[config.mk]
export PLATFORM = sky130hd
export DESIGN_NAME = hpip_top
export DESIGN_NICKNAME = d
export VERILOG_FILES = /design/src/hdl/hpip_pkg.sv /design/src/hdl/hpip_flag_sync.sv /design/src/hdl/hpip_top.sv
export SDC_FILE = /design/constraint.sdc
export NUM_CORES = 1
export LEC_CHECK = 0
export BUFFER_PORTS_ARGS = -buffer_cell sky130_fd_sc_hd__buf_2
export CAP_MARGIN = 10
export CORE_MARGIN = 2
export CORE_UTILIZATION = 55
export DETAILED_ROUTE_END_ITERATION = 10
export PLACE_DENSITY_LB_ADDON = 0.08
export SLEW_MARGIN = 10
export SYNTH_ARGS = -nofsm -noshare
export SYNTH_HDL_FRONTEND = slang
export SYNTH_SLANG_ARGS = --single-unit
[constraint.sdc]
create_clock -name core_clk_i -period 2 [get_ports core_clk_i]
set_clock_uncertainty 0.05 [all_clocks]
set_input_delay 0 -clock core_clk_i [delete_from_list [all_inputs] [get_ports core_clk_i]]
set_output_delay 0 -clock core_clk_i [all_outputs]
set_load 0.02 [all_outputs]
[src/hdl/hpip_pkg.sv]
// Package: constants, register map and carrier types of the parallel input port
package hpip_pkg;

  // Data path width
  localparam int DATA_W = 12;

  // Host address word layout: slot field in bits 15..12
  localparam int ADDR_W = 16;
  localparam int SLOT_LSB = 12;
  localparam int SLOT_W = 4;

  // Handshake flag minimum level time and clock rate
  localparam int FLAG_MIN_NS = 2000;
  localparam int CLK_PERIOD_NS = 100;
  localparam int FLAG_MIN_CYC = (FLAG_MIN_NS + CLK_PERIOD_NS - 1) / CLK_PERIOD_NS;

  // APB register byte offsets
  localparam logic [7:0] CFG_OFS = 8'h00;
  localparam logic [7:0] HOST_OFS = 8'h04;
  localparam logic [7:0] DATA_OFS = 8'h08;
  localparam logic [7:0] STAT_OFS = 8'h0C;

  // Configuration register bit positions
  localparam int CFG_POS_TRUE = 0;
  localparam int CFG_STORE = 1;
  localparam int CFG_REQ_HIGH = 2;
  localparam int CFG_FLAG_INV = 3;
  localparam int CFG_GROUP = 4;
  localparam int CFG_END_RET = 5;
  localparam int CFG_SLOT_LSB = 8;

  // Host control register bit positions
  localparam int HOST_ISL = 0;
  localparam int HOST_IEN = 1;
  localparam int HOST_STB = 2;
  localparam int HOST_ADDR_LSB = 16;

  // Reset values: negative-true, storage enabled, falling request, slot 0
  localparam logic [31:0] CFG_RST = 32'h0000_0002;
  localparam logic [31:0] HOST_RST = 32'h0000_0000;

  // Status register bit positions
  localparam int STAT_ACTIVE = 0;
  localparam int STAT_READY = 1;
  localparam int STAT_REQ = 2;
  localparam int STAT_TFLAG = 3;
  localparam int STAT_IRQ = 4;
  localparam int STAT_FLAG = 5;

  // APB request carrier
  typedef struct packed {
    logic psel;
    logic penable;
    logic pwrite;
    logic [7:0] paddr;
    logic [31:0] pwdata;
  } hpip_apb_req_s;

  // APB answer carrier
  typedef struct packed {
    logic pready;
    logic pslverr;
    logic [31:0] prdata;
  } hpip_apb_rsp_s;

  // Flag edge events from the synchroniser
  typedef struct packed {
    logic level;
    logic busy_evt;
    logic ready_evt;
  } hpip_flag_s;

endpackage

[src/hdl/hpip_flag_sync.sv]
// Two-stage synchroniser and edge detector for the handshake flag
`timescale 1ns/1ps
module hpip_flag_sync (
  // Clock and reset
  input wire logic core_clk_i,
  input wire logic srst_i,
  // Raw flag pin and sense
  input wire logic flag_pin_i,
  input wire logic flag_inv_i,
  // Events
  output hpip_pkg::hpip_flag_s flag_o
);

  logic meta_reg; // First stage, read only by the second
  logic sync_reg; // Second stage
  logic last_reg; // Previous synchronised level
  logic busy_lvl; // Flag in busy sense

  // Sync chain
  always_ff @(posedge core_clk_i) begin
    if (srst_i) begin
      meta_reg <= 1'b1;
      sync_reg <= 1'b1;
      last_reg <= 1'b1;
    end else begin
      meta_reg <= flag_pin_i;
      sync_reg <= meta_reg;
      last_reg <= sync_reg;
    end
  end

  // Idle level is high by default, low when inverted; busy is the non-idle level
  assign busy_lvl = sync_reg ^ ~flag_inv_i;

  // One event per transition
  always_comb begin
    flag_o.level = busy_lvl;
    flag_o.busy_evt = (sync_reg != last_reg) && busy_lvl;
    flag_o.ready_evt = (sync_reg != last_reg) && !busy_lvl;
  end

endmodule

[src/hdl/hpip_top.sv]
// Parallel input port with request/flag handshake and APB register access
//
// Behaviour
// - Twelve data inputs form one word
// - Negative-true: low input reads one
// - Positive-true: high input reads one
// - Request strobe falls by default, invertible
// - Storage captures data on ready edge
// - Storage disabled: data passes straight through
// - Slot decoded from address bits 15..12
// - Addressed in input-select returns stored word
// - Addressed strobe in interrupt-enable requests data
// - Group option requests on interrupt-enable entry
// - Timing flag: addressed-ready or enabled-active-ready
// - Input request: addressed, active and ready
// - Addressed strobe in input-select activates
// - Addressed strobe outside input-select deactivates
// - Inactive suppresses enabled timing flag, request
// - Request may loop back to flag
// - Request returns idle on busy, optionally ready
//
// Our own choices: the APB interface to the registers and the register addresses.
`timescale 1ns/1ps
module hpip_top #(
  parameter int DATA_W = hpip_pkg::DATA_W
) (
  // Clock and reset
  input wire logic core_clk_i,
  input wire logic srst_i,
  // APB slave
  input wire logic psel_i,
  input wire logic penable_i,
  input wire logic pwrite_i,
  input wire logic [7:0] paddr_i,
  input wire logic [31:0] pwdata_i,
  output logic pready_o,
  output logic pslverr_o,
  output logic [31:0] prdata_o,
  // External device pins
  input wire logic [DATA_W-1:0] data_pin_i,
  input wire logic flag_pin_i,
  output logic gate_pin_o,
  // Host frame outputs
  output logic timing_flag_o,
  output logic input_request_o,
  output logic [DATA_W-1:0] host_data_o,
  output logic host_data_valid_o
);

  // Bus carriers
  hpip_pkg::hpip_apb_req_s req; // Gathered request
  hpip_pkg::hpip_flag_s flag; // Flag events

  // Registers
  logic [31:0] cfg_reg; // Configuration
  logic [31:0] host_reg; // Host frame control
  logic [DATA_W-1:0] d_meta_reg; // Data sync stage one
  logic [DATA_W-1:0] d_sync_reg; // Data sync stage two
  logic [DATA_W-1:0] store_reg; // Storage register
  logic active_reg; // Activation state
  logic ready_reg; // Data ready state
  logic req_reg; // Request outstanding, logical
  logic ien_last_reg; // Previous interrupt-enable mode
  logic gate_reg; // Gate pin driver
  logic tflag_reg; // Timing flag driver
  logic irq_reg; // Input request driver
  logic [DATA_W-1:0] hdata_reg; // Host data driver
  logic hvalid_reg; // Host data valid driver
  logic [31:0] rdata_reg; // Read data holder
  logic slverr_reg; // Error answer holder

  // Decoded conditions
  logic wr_acc; // Write access phase
  logic rd_acc; // Read setup phase
  logic addressed; // Slot matches
  logic stb; // Host strobe pulse written
  logic input_select_mode; // Input-select mode
  logic interrupt_enable_mode; // Interrupt-enable mode
  logic [DATA_W-1:0] data_logic; // Data in logical sense
  logic [DATA_W-1:0] word; // Word presented to host
  logic end_ret; // Return request only on ready
  logic stb_hit; // Strobe whose own address word names this slot
  logic stb_isl; // Input-select mode carried by the strobing write
  logic stb_ien; // Interrupt-enable mode carried by the strobing write

  // Register offset decode, used for the APB error answer of reads and writes
  function automatic logic known_ofs(input logic [7:0] a);
    known_ofs = (a == hpip_pkg::CFG_OFS) || (a == hpip_pkg::HOST_OFS) ||
                (a == hpip_pkg::DATA_OFS) || (a == hpip_pkg::STAT_OFS);
  endfunction

  // Slot field of a host control word, for the held word and for a word being written
  function automatic logic [hpip_pkg::SLOT_W-1:0] slot_of(input logic [31:0] h);
    slot_of = h[hpip_pkg::HOST_ADDR_LSB + hpip_pkg::SLOT_LSB +: hpip_pkg::SLOT_W];
  endfunction

  // Gather APB request
  always_comb begin
    req.psel = psel_i;
    req.penable = penable_i;
    req.pwrite = pwrite_i;
    req.paddr = paddr_i;
    req.pwdata = pwdata_i;
  end

  assign wr_acc = req.psel && req.penable && req.pwrite;
  assign rd_acc = req.psel && !req.penable && !req.pwrite;

  // Mode and address decode
  assign input_select_mode = host_reg[hpip_pkg::HOST_ISL];
  assign interrupt_enable_mode = host_reg[hpip_pkg::HOST_IEN];
  assign end_ret = cfg_reg[hpip_pkg::CFG_END_RET];
  assign addressed = slot_of(host_reg)
                     == cfg_reg[hpip_pkg::CFG_SLOT_LSB +: hpip_pkg::SLOT_W];
  assign stb = wr_acc && (req.paddr == hpip_pkg::HOST_OFS) && req.pwdata[hpip_pkg::HOST_STB];

  // A strobe acts on the slot and modes of its own write; the held word is still stale then
  assign stb_hit = stb && (slot_of(req.pwdata)
                   == cfg_reg[hpip_pkg::CFG_SLOT_LSB +: hpip_pkg::SLOT_W]);
  assign stb_isl = req.pwdata[hpip_pkg::HOST_ISL];
  assign stb_ien = req.pwdata[hpip_pkg::HOST_IEN];

  // Flag synchroniser
  hpip_flag_sync u_flag_sync (
    .core_clk_i(core_clk_i),
    .srst_i(srst_i),
    .flag_pin_i(flag_pin_i),
    .flag_inv_i(cfg_reg[hpip_pkg::CFG_FLAG_INV]),
    .flag_o(flag)
  );

  // Data pin synchroniser
  always_ff @(posedge core_clk_i) begin
    if (srst_i) begin
      d_meta_reg <= '0;
      d_sync_reg <= '0;
    end else begin
      d_meta_reg <= data_pin_i;
      d_sync_reg <= d_meta_reg;
    end
  end

  // Sense conversion: negative-true unless positive-true selected
  assign data_logic = cfg_reg[hpip_pkg::CFG_POS_TRUE] ? d_sync_reg : ~d_sync_reg;

  // Word seen by host: stored or transparent
  assign word = cfg_reg[hpip_pkg::CFG_STORE] ? store_reg : data_logic;

  // Configuration register
  always_ff @(posedge core_clk_i) begin
    if (srst_i) begin
      cfg_reg <= hpip_pkg::CFG_RST;
    end else if (wr_acc && req.paddr == hpip_pkg::CFG_OFS) begin
      cfg_reg <= req.pwdata;
    end
  end

  // Host control register; strobe bit self-clears
  always_ff @(posedge core_clk_i) begin
    if (srst_i) begin
      host_reg <= hpip_pkg::HOST_RST;
    end else if (wr_acc && req.paddr == hpip_pkg::HOST_OFS) begin
      host_reg <= req.pwdata & ~(32'h1 << hpip_pkg::HOST_STB);
    end
  end

  // Interrupt-enable entry tracking
  always_ff @(posedge core_clk_i) begin
    if (srst_i) begin
      ien_last_reg <= 1'b0;
    end else begin
      ien_last_reg <= interrupt_enable_mode;
    end
  end

  // Storage register: capture on the ready edge
  // Data and flag share the same two-stage delay, so the word matches the pins at the edge
  always_ff @(posedge core_clk_i) begin
    if (srst_i) begin
      store_reg <= '0;
    end else if (flag.ready_evt) begin
      store_reg <= data_logic;
    end
  end

  // Data ready state: set on ready edge, cleared by the busy edge only
  // Busy and ready events never fall in one cycle, so no priority is needed here
  always_ff @(posedge core_clk_i) begin
    if (srst_i) begin
      ready_reg <= 1'b0;
    end else if (flag.ready_evt) begin
      ready_reg <= 1'b1;
    end else if (flag.busy_evt) begin
      ready_reg <= 1'b0;
    end
  end

  // Activation state
  always_ff @(posedge core_clk_i) begin
    if (srst_i) begin
      active_reg <= 1'b0;
    end else if (stb_hit && stb_isl) begin
      // Addressed strobe in input-select mode
      active_reg <= 1'b1;
    end else if (stb_hit && !stb_isl) begin
      // Addressed strobe with input-select off
      active_reg <= 1'b0;
    end
  end

  // Request state: new request wins; return on busy or, optionally, on ready
  // A strobe while a request is outstanding is dropped, so the device never sees
  // two requests before it has answered the first
  always_ff @(posedge core_clk_i) begin
    if (srst_i) begin
      req_reg <= 1'b0;
    end else if (((stb_hit && (stb_ien || stb_isl)) ||
                  (cfg_reg[hpip_pkg::CFG_GROUP] && interrupt_enable_mode && !ien_last_reg)) && !req_reg) begin
      req_reg <= 1'b1;
    end else if (end_ret ? flag.ready_evt : flag.busy_evt) begin
      req_reg <= 1'b0;
    end
  end

  // Gate pin: idle high, low when requesting unless sense inverted
  always_ff @(posedge core_clk_i) begin
    if (srst_i) begin
      gate_reg <= 1'b1;
    end else begin
      gate_reg <= req_reg ^ ~cfg_reg[hpip_pkg::CFG_REQ_HIGH];
    end
  end

  // Timing flag: addressed with data, or enabled and active with data
  always_ff @(posedge core_clk_i) begin
    if (srst_i) begin
      tflag_reg <= 1'b0;
    end else begin
      tflag_reg <= ready_reg && (addressed || (interrupt_enable_mode && active_reg));
    end
  end

  // Input request: only while addressed, active and holding data
  always_ff @(posedge core_clk_i) begin
    if (srst_i) begin
      irq_reg <= 1'b0;
    end else begin
      irq_reg <= ready_reg && addressed && active_reg;
    end
  end

  // Host data: returned only when addressed in input-select
  always_ff @(posedge core_clk_i) begin
    if (srst_i) begin
      hdata_reg <= '0;
      hvalid_reg <= 1'b0;
    end else if (addressed && input_select_mode) begin
      hdata_reg <= word;
      hvalid_reg <= 1'b1;
    end else begin
      hdata_reg <= '0;
      hvalid_reg <= 1'b0;
    end
  end

  // APB read data, captured in the setup cycle
  always_ff @(posedge core_clk_i) begin
    if (srst_i) begin
      rdata_reg <= '0;
    end else if (rd_acc) begin
      case (req.paddr)
        hpip_pkg::CFG_OFS: rdata_reg <= cfg_reg;
        hpip_pkg::HOST_OFS: rdata_reg <= host_reg;
        hpip_pkg::DATA_OFS: rdata_reg <= {{(32 - DATA_W){1'b0}}, word};
        hpip_pkg::STAT_OFS: rdata_reg <= {26'h0, flag.level, irq_reg, tflag_reg,
                                         req_reg, ready_reg, active_reg};
        default: rdata_reg <= '0;
      endcase
    end
  end

  // APB error for unmapped offsets
  always_ff @(posedge core_clk_i) begin
    if (srst_i) begin
      slverr_reg <= 1'b0;
    end else if (req.psel && !req.penable) begin
      slverr_reg <= !known_ofs(req.paddr);
    end
  end

  // Outputs
  assign pready_o = 1'b1;
  assign pslverr_o = req.psel && req.penable && slverr_reg;
  assign prdata_o = rdata_reg;
  assign gate_pin_o = gate_reg;
  assign timing_flag_o = tflag_reg;
  assign input_request_o = irq_reg;
  assign host_data_o = hdata_reg;
  assign host_data_valid_o = hvalid_reg;

endmodule

==> metrics, run 1 <==
Setup violations, final=0; clock tree from TritonCTS=yes; syn nets=715; Worst EP required=2.43 ns; number of enable flip-flop cells after synthesis=0; PD cells=804 nW/um^2; Area after DPL=6700 sq um; startpoint types=input port; crit path max fanout=13; Worst-path clk slew=0.06 ns; wire length on met1=6700 um; most frequent cell after synthesis=dfxtp_1; Post-synth top flop=dfxtp_1; #FFs+latches synth=155; Root Buffer Master=clkbuf_8; WL met2=6740 um; WS Path Type=in2reg; initial antenna violation count=0; WL final=14,400 um; number of placed I/O pins=108; PortBufs=106; CP max stage delay=0.65 ns; metal3 WL=731 um; Fin. Hold Viols=0; final cell count without fillers=962; CP bufs+invs=3; worst-margin pin slew=0.643 ns; post-route ant nets=0; Slew Viols, Final=0; Synth area leaders=dfxtp_1 (52%), nand2_1 (8.5%), mux2i_1 (6.0%), a21oi_1 (5.6%), mux2_2 (3.8%); # rows=38; cell leakage power=3.23 nW; Cell Area, Synth=5990 sq um; CP arrival=2.27 ns; Max Cap Viol=0; Critical Path End Type=flip-flop; largest net degree at the start of global routing=103; Critical-path top delay cell=or4_1; Slew HR=0.570; DRT iter0 DRCs=272; CTS Buffer Depth=2; Area Overhead vs Synth=29.9%; die area=11,700 sq um; RSZ-0062 raised after global routing=false; fmax=544 MHz; pre-CTS WS=0.147 ns; GRT overflow=0; Max VDD drop=0.558 mV; Async SR Flop Fraction=0; Total Routing Usage GR=0.257; Inserted Diodes=0; Die X=108 um; Final Cycle Share=0.919; Top Metal Used=met4; Synth top area share=0.518; clk_lat worst skew=0.54 ns; Power Total=0.00626 W; clk sink count=155; Placed Cells=875; H-tree levels=4; first-pass GRT wire length=23,500 um; status=finished clean; hpwl dp=9050 um; worst path cell trace=buf_2 > or4_1 > nor4_4 > buf_4 > nand2_1 > a21oi_1 > dlygate4sd3_1; Initial Util=0.558; Core ar.=10,700 sq um; Top delay family on crit path=simple AND/OR/NAND/NOR gates; Pre-antenna DRT Iters=5; Synth top cells by count=dfxtp_1 (155), nand2_1 (135), a21oi_1 (67), nor2_1 (41), mux2i_1 (36); HP Class=in2reg; post-synth cell types=45; die outline height=108 um; setup slack after layout=0.163 ns; syn_area_per_cell=9.12 sq um; Vias/cell=5.27; Mapped Cells=657; Synthesis Warnings=0; vias in the first global route=4,934; GP Congestion=0.784; cell taking the most area after synthesis=dfxtp_1; drt wl/cell=14.9 um; layout cells sized above 1=0.220; setup TNS after final layout=0 ns; drt drc=0; post-layout instance area=7780 sq um; Inserted Clock Buffers=17; register area share after synthesis=0.518; # Post-CTS Setup Buffers=0; vias=5,073; nets@finish=871; min Tclk post-route=1.84 ns
[metrics by stage]
stage | hold WS [ns] | utilization
final | 0.0495 | 0.724
after global routing | 0.0727 | 0.724
after CTS | 0.0227 | 0.724
after detailed placement | 0.137 | 0.623
after global placement | 0.134 | 0.623
after floorplan | 0.0538 | -
[final timing paths]
check,to,depth (start not counted),from,slack (ns)
setup / recovery,host_reg[25]$_SDFFE_PP0N_,7,paddr_i[1],0.16
hold / removal,prdata_o[11]$_SDFFE_PP0P_,4,paddr_i[3],0.05
hold reg to reg,u_flag_sync.sync_reg$_SDFF_PP1_,1,u_flag_sync.meta_reg$_SDFF_PP1_,0.37
setup reg to reg,host_data_o[2]$_SDFF_PP0_,6,cfg_reg[9]$_SDFFE_PP0P_,0.34
[what timing repair did]
action	CTS	global route
resized for setup	0	0
hold buffers	59	0
endpoints found under the hold margin	107	0
[worst min-delay path, cell delays in order]
cell and delay, ns:
buf_2 0.13, nand2_1 0.17, o22ai_1 0.16, a22o_1 0.15
[routing by layer]
layer / track usage / vias to the layer above
li1: - / 2530
met1: 0.335 / 2381
met2: 0.416 / 146
met5: 0 / -
met4: 0.0952 / 0
met3: 0.0591 / 16
[layout make-up]
class,count,area (sq um)
clock buffers,25,484
clock inverters,3,15.0
fillers,841,2960
inverters,10,37.5
multi-input cells,444,2660
flip-flops and latches,155,3100
well taps,140,175
repair buffers,185,1310
[kinds of logic after synthesis]
family | after synthesis | synth area share
DFF | 155 | 0.518
AOI/OAI and AO/OA | 121 | 0.122
muxes | 56 | 0.0977
xor gates and xnor gates | 23 | 0.0336
buffers and inverters | 58 | 0.0391
and+or+nand+nor | 243 | 0.189
other | 1 | 0.000626
[power breakdown]
group,switching [W],internal (W)
combinational,0.000181,0.000182
sequential,0.0000132,0.00312
clock,0.00114,0.00162
[placed cells by master, fill, tap and decap left out, types with 9 or more instances in the layout]
| cell type | Yosys | final |
|---|---|---|
| nor2_1 | 41 | 41 |
| nand2_1 | 135 | 135 |
| dlygate4sd3_1 | 0 | 59 |
| mux2_2 | 20 | 20 |
| buf_4 | 1 | 18 |
| mux2i_1 | 36 | 36 |
| inv_1 | 9 | 9 |
| clkbuf_16 | 0 | 16 |
| o22ai_1 | 10 | 10 |
| nor2b_1 | 33 | 33 |
| a21oi_1 | 67 | 67 |
| a22oi_1 | 21 | 21 |
| dfxtp_1 | 155 | 155 |
| xnor2_1 | 9 | 9 |
| xor2_1 | 14 | 14 |
| buf_2 | 10 | 105 |
Note: power is estimated with default switching activity, not from simulation.
==> run 2: changes to the inputs <==
--- a/config.mk
+++ b/config.mk
@@ -8,7 +8,7 @@
 export BUFFER_PORTS_ARGS = -buffer_cell sky130_fd_sc_hd__buf_2
 export CAP_MARGIN = 10
 export CORE_MARGIN = 2
-export CORE_UTILIZATION = 55
+export CORE_UTILIZATION = 50
 export DETAILED_ROUTE_END_ITERATION = 10
 export PLACE_DENSITY_LB_ADDON = 0.08
 export SLEW_MARGIN = 10
==> metrics, run 2 (synthesis results as in run 1) <==
fmax=577 MHz; drt drc=0; Pre-antenna DRT Iters=4; most frequent cells in the layout=dfxtp_1 (155), nand2_1 (135), buf_2 (105), a21oi_1 (67), dlygate4sd3_1 (47); vias=4,983; switching fraction of total power=0.200; Setup violations, final=0; Worst EP required=2.30 ns; final core occ=0.674; status=finished clean; number of placed I/O pins=108; Vias/cell=5.20; die outline height=113 um; worst-margin pin slew=0.654 ns; first-pass GRT wire length=23,000 um; Core ar.=11,600 sq um; HP Start=srst_i; hpwl dp=9130 um; switching power=0.00135 W; Total Routing Usage GR=0.225; startpoint types=input port; post-route ant nets=0; clk_lat worst skew=0.42 ns; PD cells=869 nW/um^2; Final Cycle Share=0.866; clk sink count=155; Area Overhead vs Synth=30.1%; cell leakage power=3.22 nW; WHS Path Cells=4; worst hold endpoint=prdata_o[3]$_SDFFE_PP0P_; R2R setup slack=0.37 ns; largest net degree at the start of global routing=54; Inserted Clock Buffers=17; GRT overflow=0; clock power share=0.485; min Tclk post-route=1.73 ns; Critical Path End Type=flip-flop; Initial Util=0.518; DRT iter0 DRCs=276; # rows=39; cell count of the worst reg-to-reg path=5; PortBufs=106; H-tree levels=4; hold_buf cts=47; Pint=0.00542 W; Seq pwr share=0.463; Max Cap Viol=0; WL final=14,200 um; Worst R2R End=prdata_o[0]$_SDFFE_PP0P_; Worst-path clk slew=0.06 ns; CP arrival=2.03 ns; HP Class=in2reg; post-CTS resize count=0; Fin. Hold Viols=0; Worst R2R Start=cfg_reg[0]$_SDFFE_PP0P_; drt wl/cell=14.8 um; most common cell after layout, fill and taps aside=dfxtp_1; Slew HR=0.563; crit path max fanout=20; initial antenna violation count=0; Slew Viols, Final=0; Placed Cells=879; clock tree from TritonCTS=yes; RSZ-0062 raised after global routing=false; Root Buffer Master=clkbuf_16; die area=12,900 sq um; Filler cells=913; vias in the first global route=4,853; Die X=113 um; nets@finish=860; combinational group share of total power=0.051; layout cells sized above 1=0.229; WS Path Type=in2reg; GP Congestion=0.801; final cell count without fillers=958; Max VDD drop=0.672 mV; CTS Buffer Depth=2; # Post-CTS Setup Buffers=0; Inserted Diodes=0; setup TNS after final layout=0 ns
run 2: power groups by stage:
stage               clock network, W  registers, W  logic (W)
floorplan                          0       0.00320   0.000161
global placement                   0       0.00320   0.000269
detailed placement                 0       0.00320   0.000272
CTS                          0.00335       0.00314   0.000346
global route                 0.00347       0.00314   0.000377
finish                       0.00329       0.00314   0.000347
run 2: how the worst max path moves through the flow:
stage / startpoint / end / slack, ns
finish: penable_i / prdata_o[19]$_SDFFE_PP0P_ / 0.27
global route: penable_i / prdata_o[19]$_SDFFE_PP0P_ / 0.15
CTS: penable_i / prdata_o[19]$_SDFFE_PP0P_ / 0.27
detailed placement: paddr_i[1] / req_reg$_SDFFE_PP0P_ / 0.16
global placement: paddr_i[1] / req_reg$_SDFFE_PP0P_ / 0.20
floorplan: cfg_reg[3]$_SDFFE_PP0P_ / store_reg[0]$_SDFFE_PP0P_ / 0.39
run 2: cell type report:
type | count | area, sq um | area share
sequential | 155 | 3100 | 0.398
multi-input combinational | 444 | 2660 | 0.341
timing repair buffer | 174 | 1200 | 0.154
clock buffer | 25 | 505 | 0.0649
tap | 143 | 179 | 0.0230
clock inverter | 7 | 110 | 0.0141
inverter | 10 | 37.5 | 0.00482
run 2: per-stage QoR:
stage	setup slack, ns	hold slack (ns)	area (sq um)	total power (W)
floorplan	0.387	0.0538	5990	0.00336
detailed placement	0.160	0.136	6710	0.00348
CTS	0.272	0.00927	7790	0.00683
finish	0.268	0.0286	7790	0.00677
global route	0.150	0.0497	7790	0.00699
global placement	0.198	0.133	6710	0.00347
run 2: worst max-delay path: stages:
cell	delay [ns]
dlygate4sd3_1	0.53
buf_2	0.14
or3b_2	0.62
nor3_2	0.22
buf_4	0.29
a22oi_1	0.12
nor2_1	0.11
run 2: routing by layer:
layer  wire length (um)  track usage  share of wire  up-vias
met5                  0            0              0        -
met4                186       0.0943          0.013        0
met3                754       0.0484          0.053       18
met2               6650        0.363           0.47      131
met1               6600        0.294           0.47     2333
li1                   -            -              -     2501
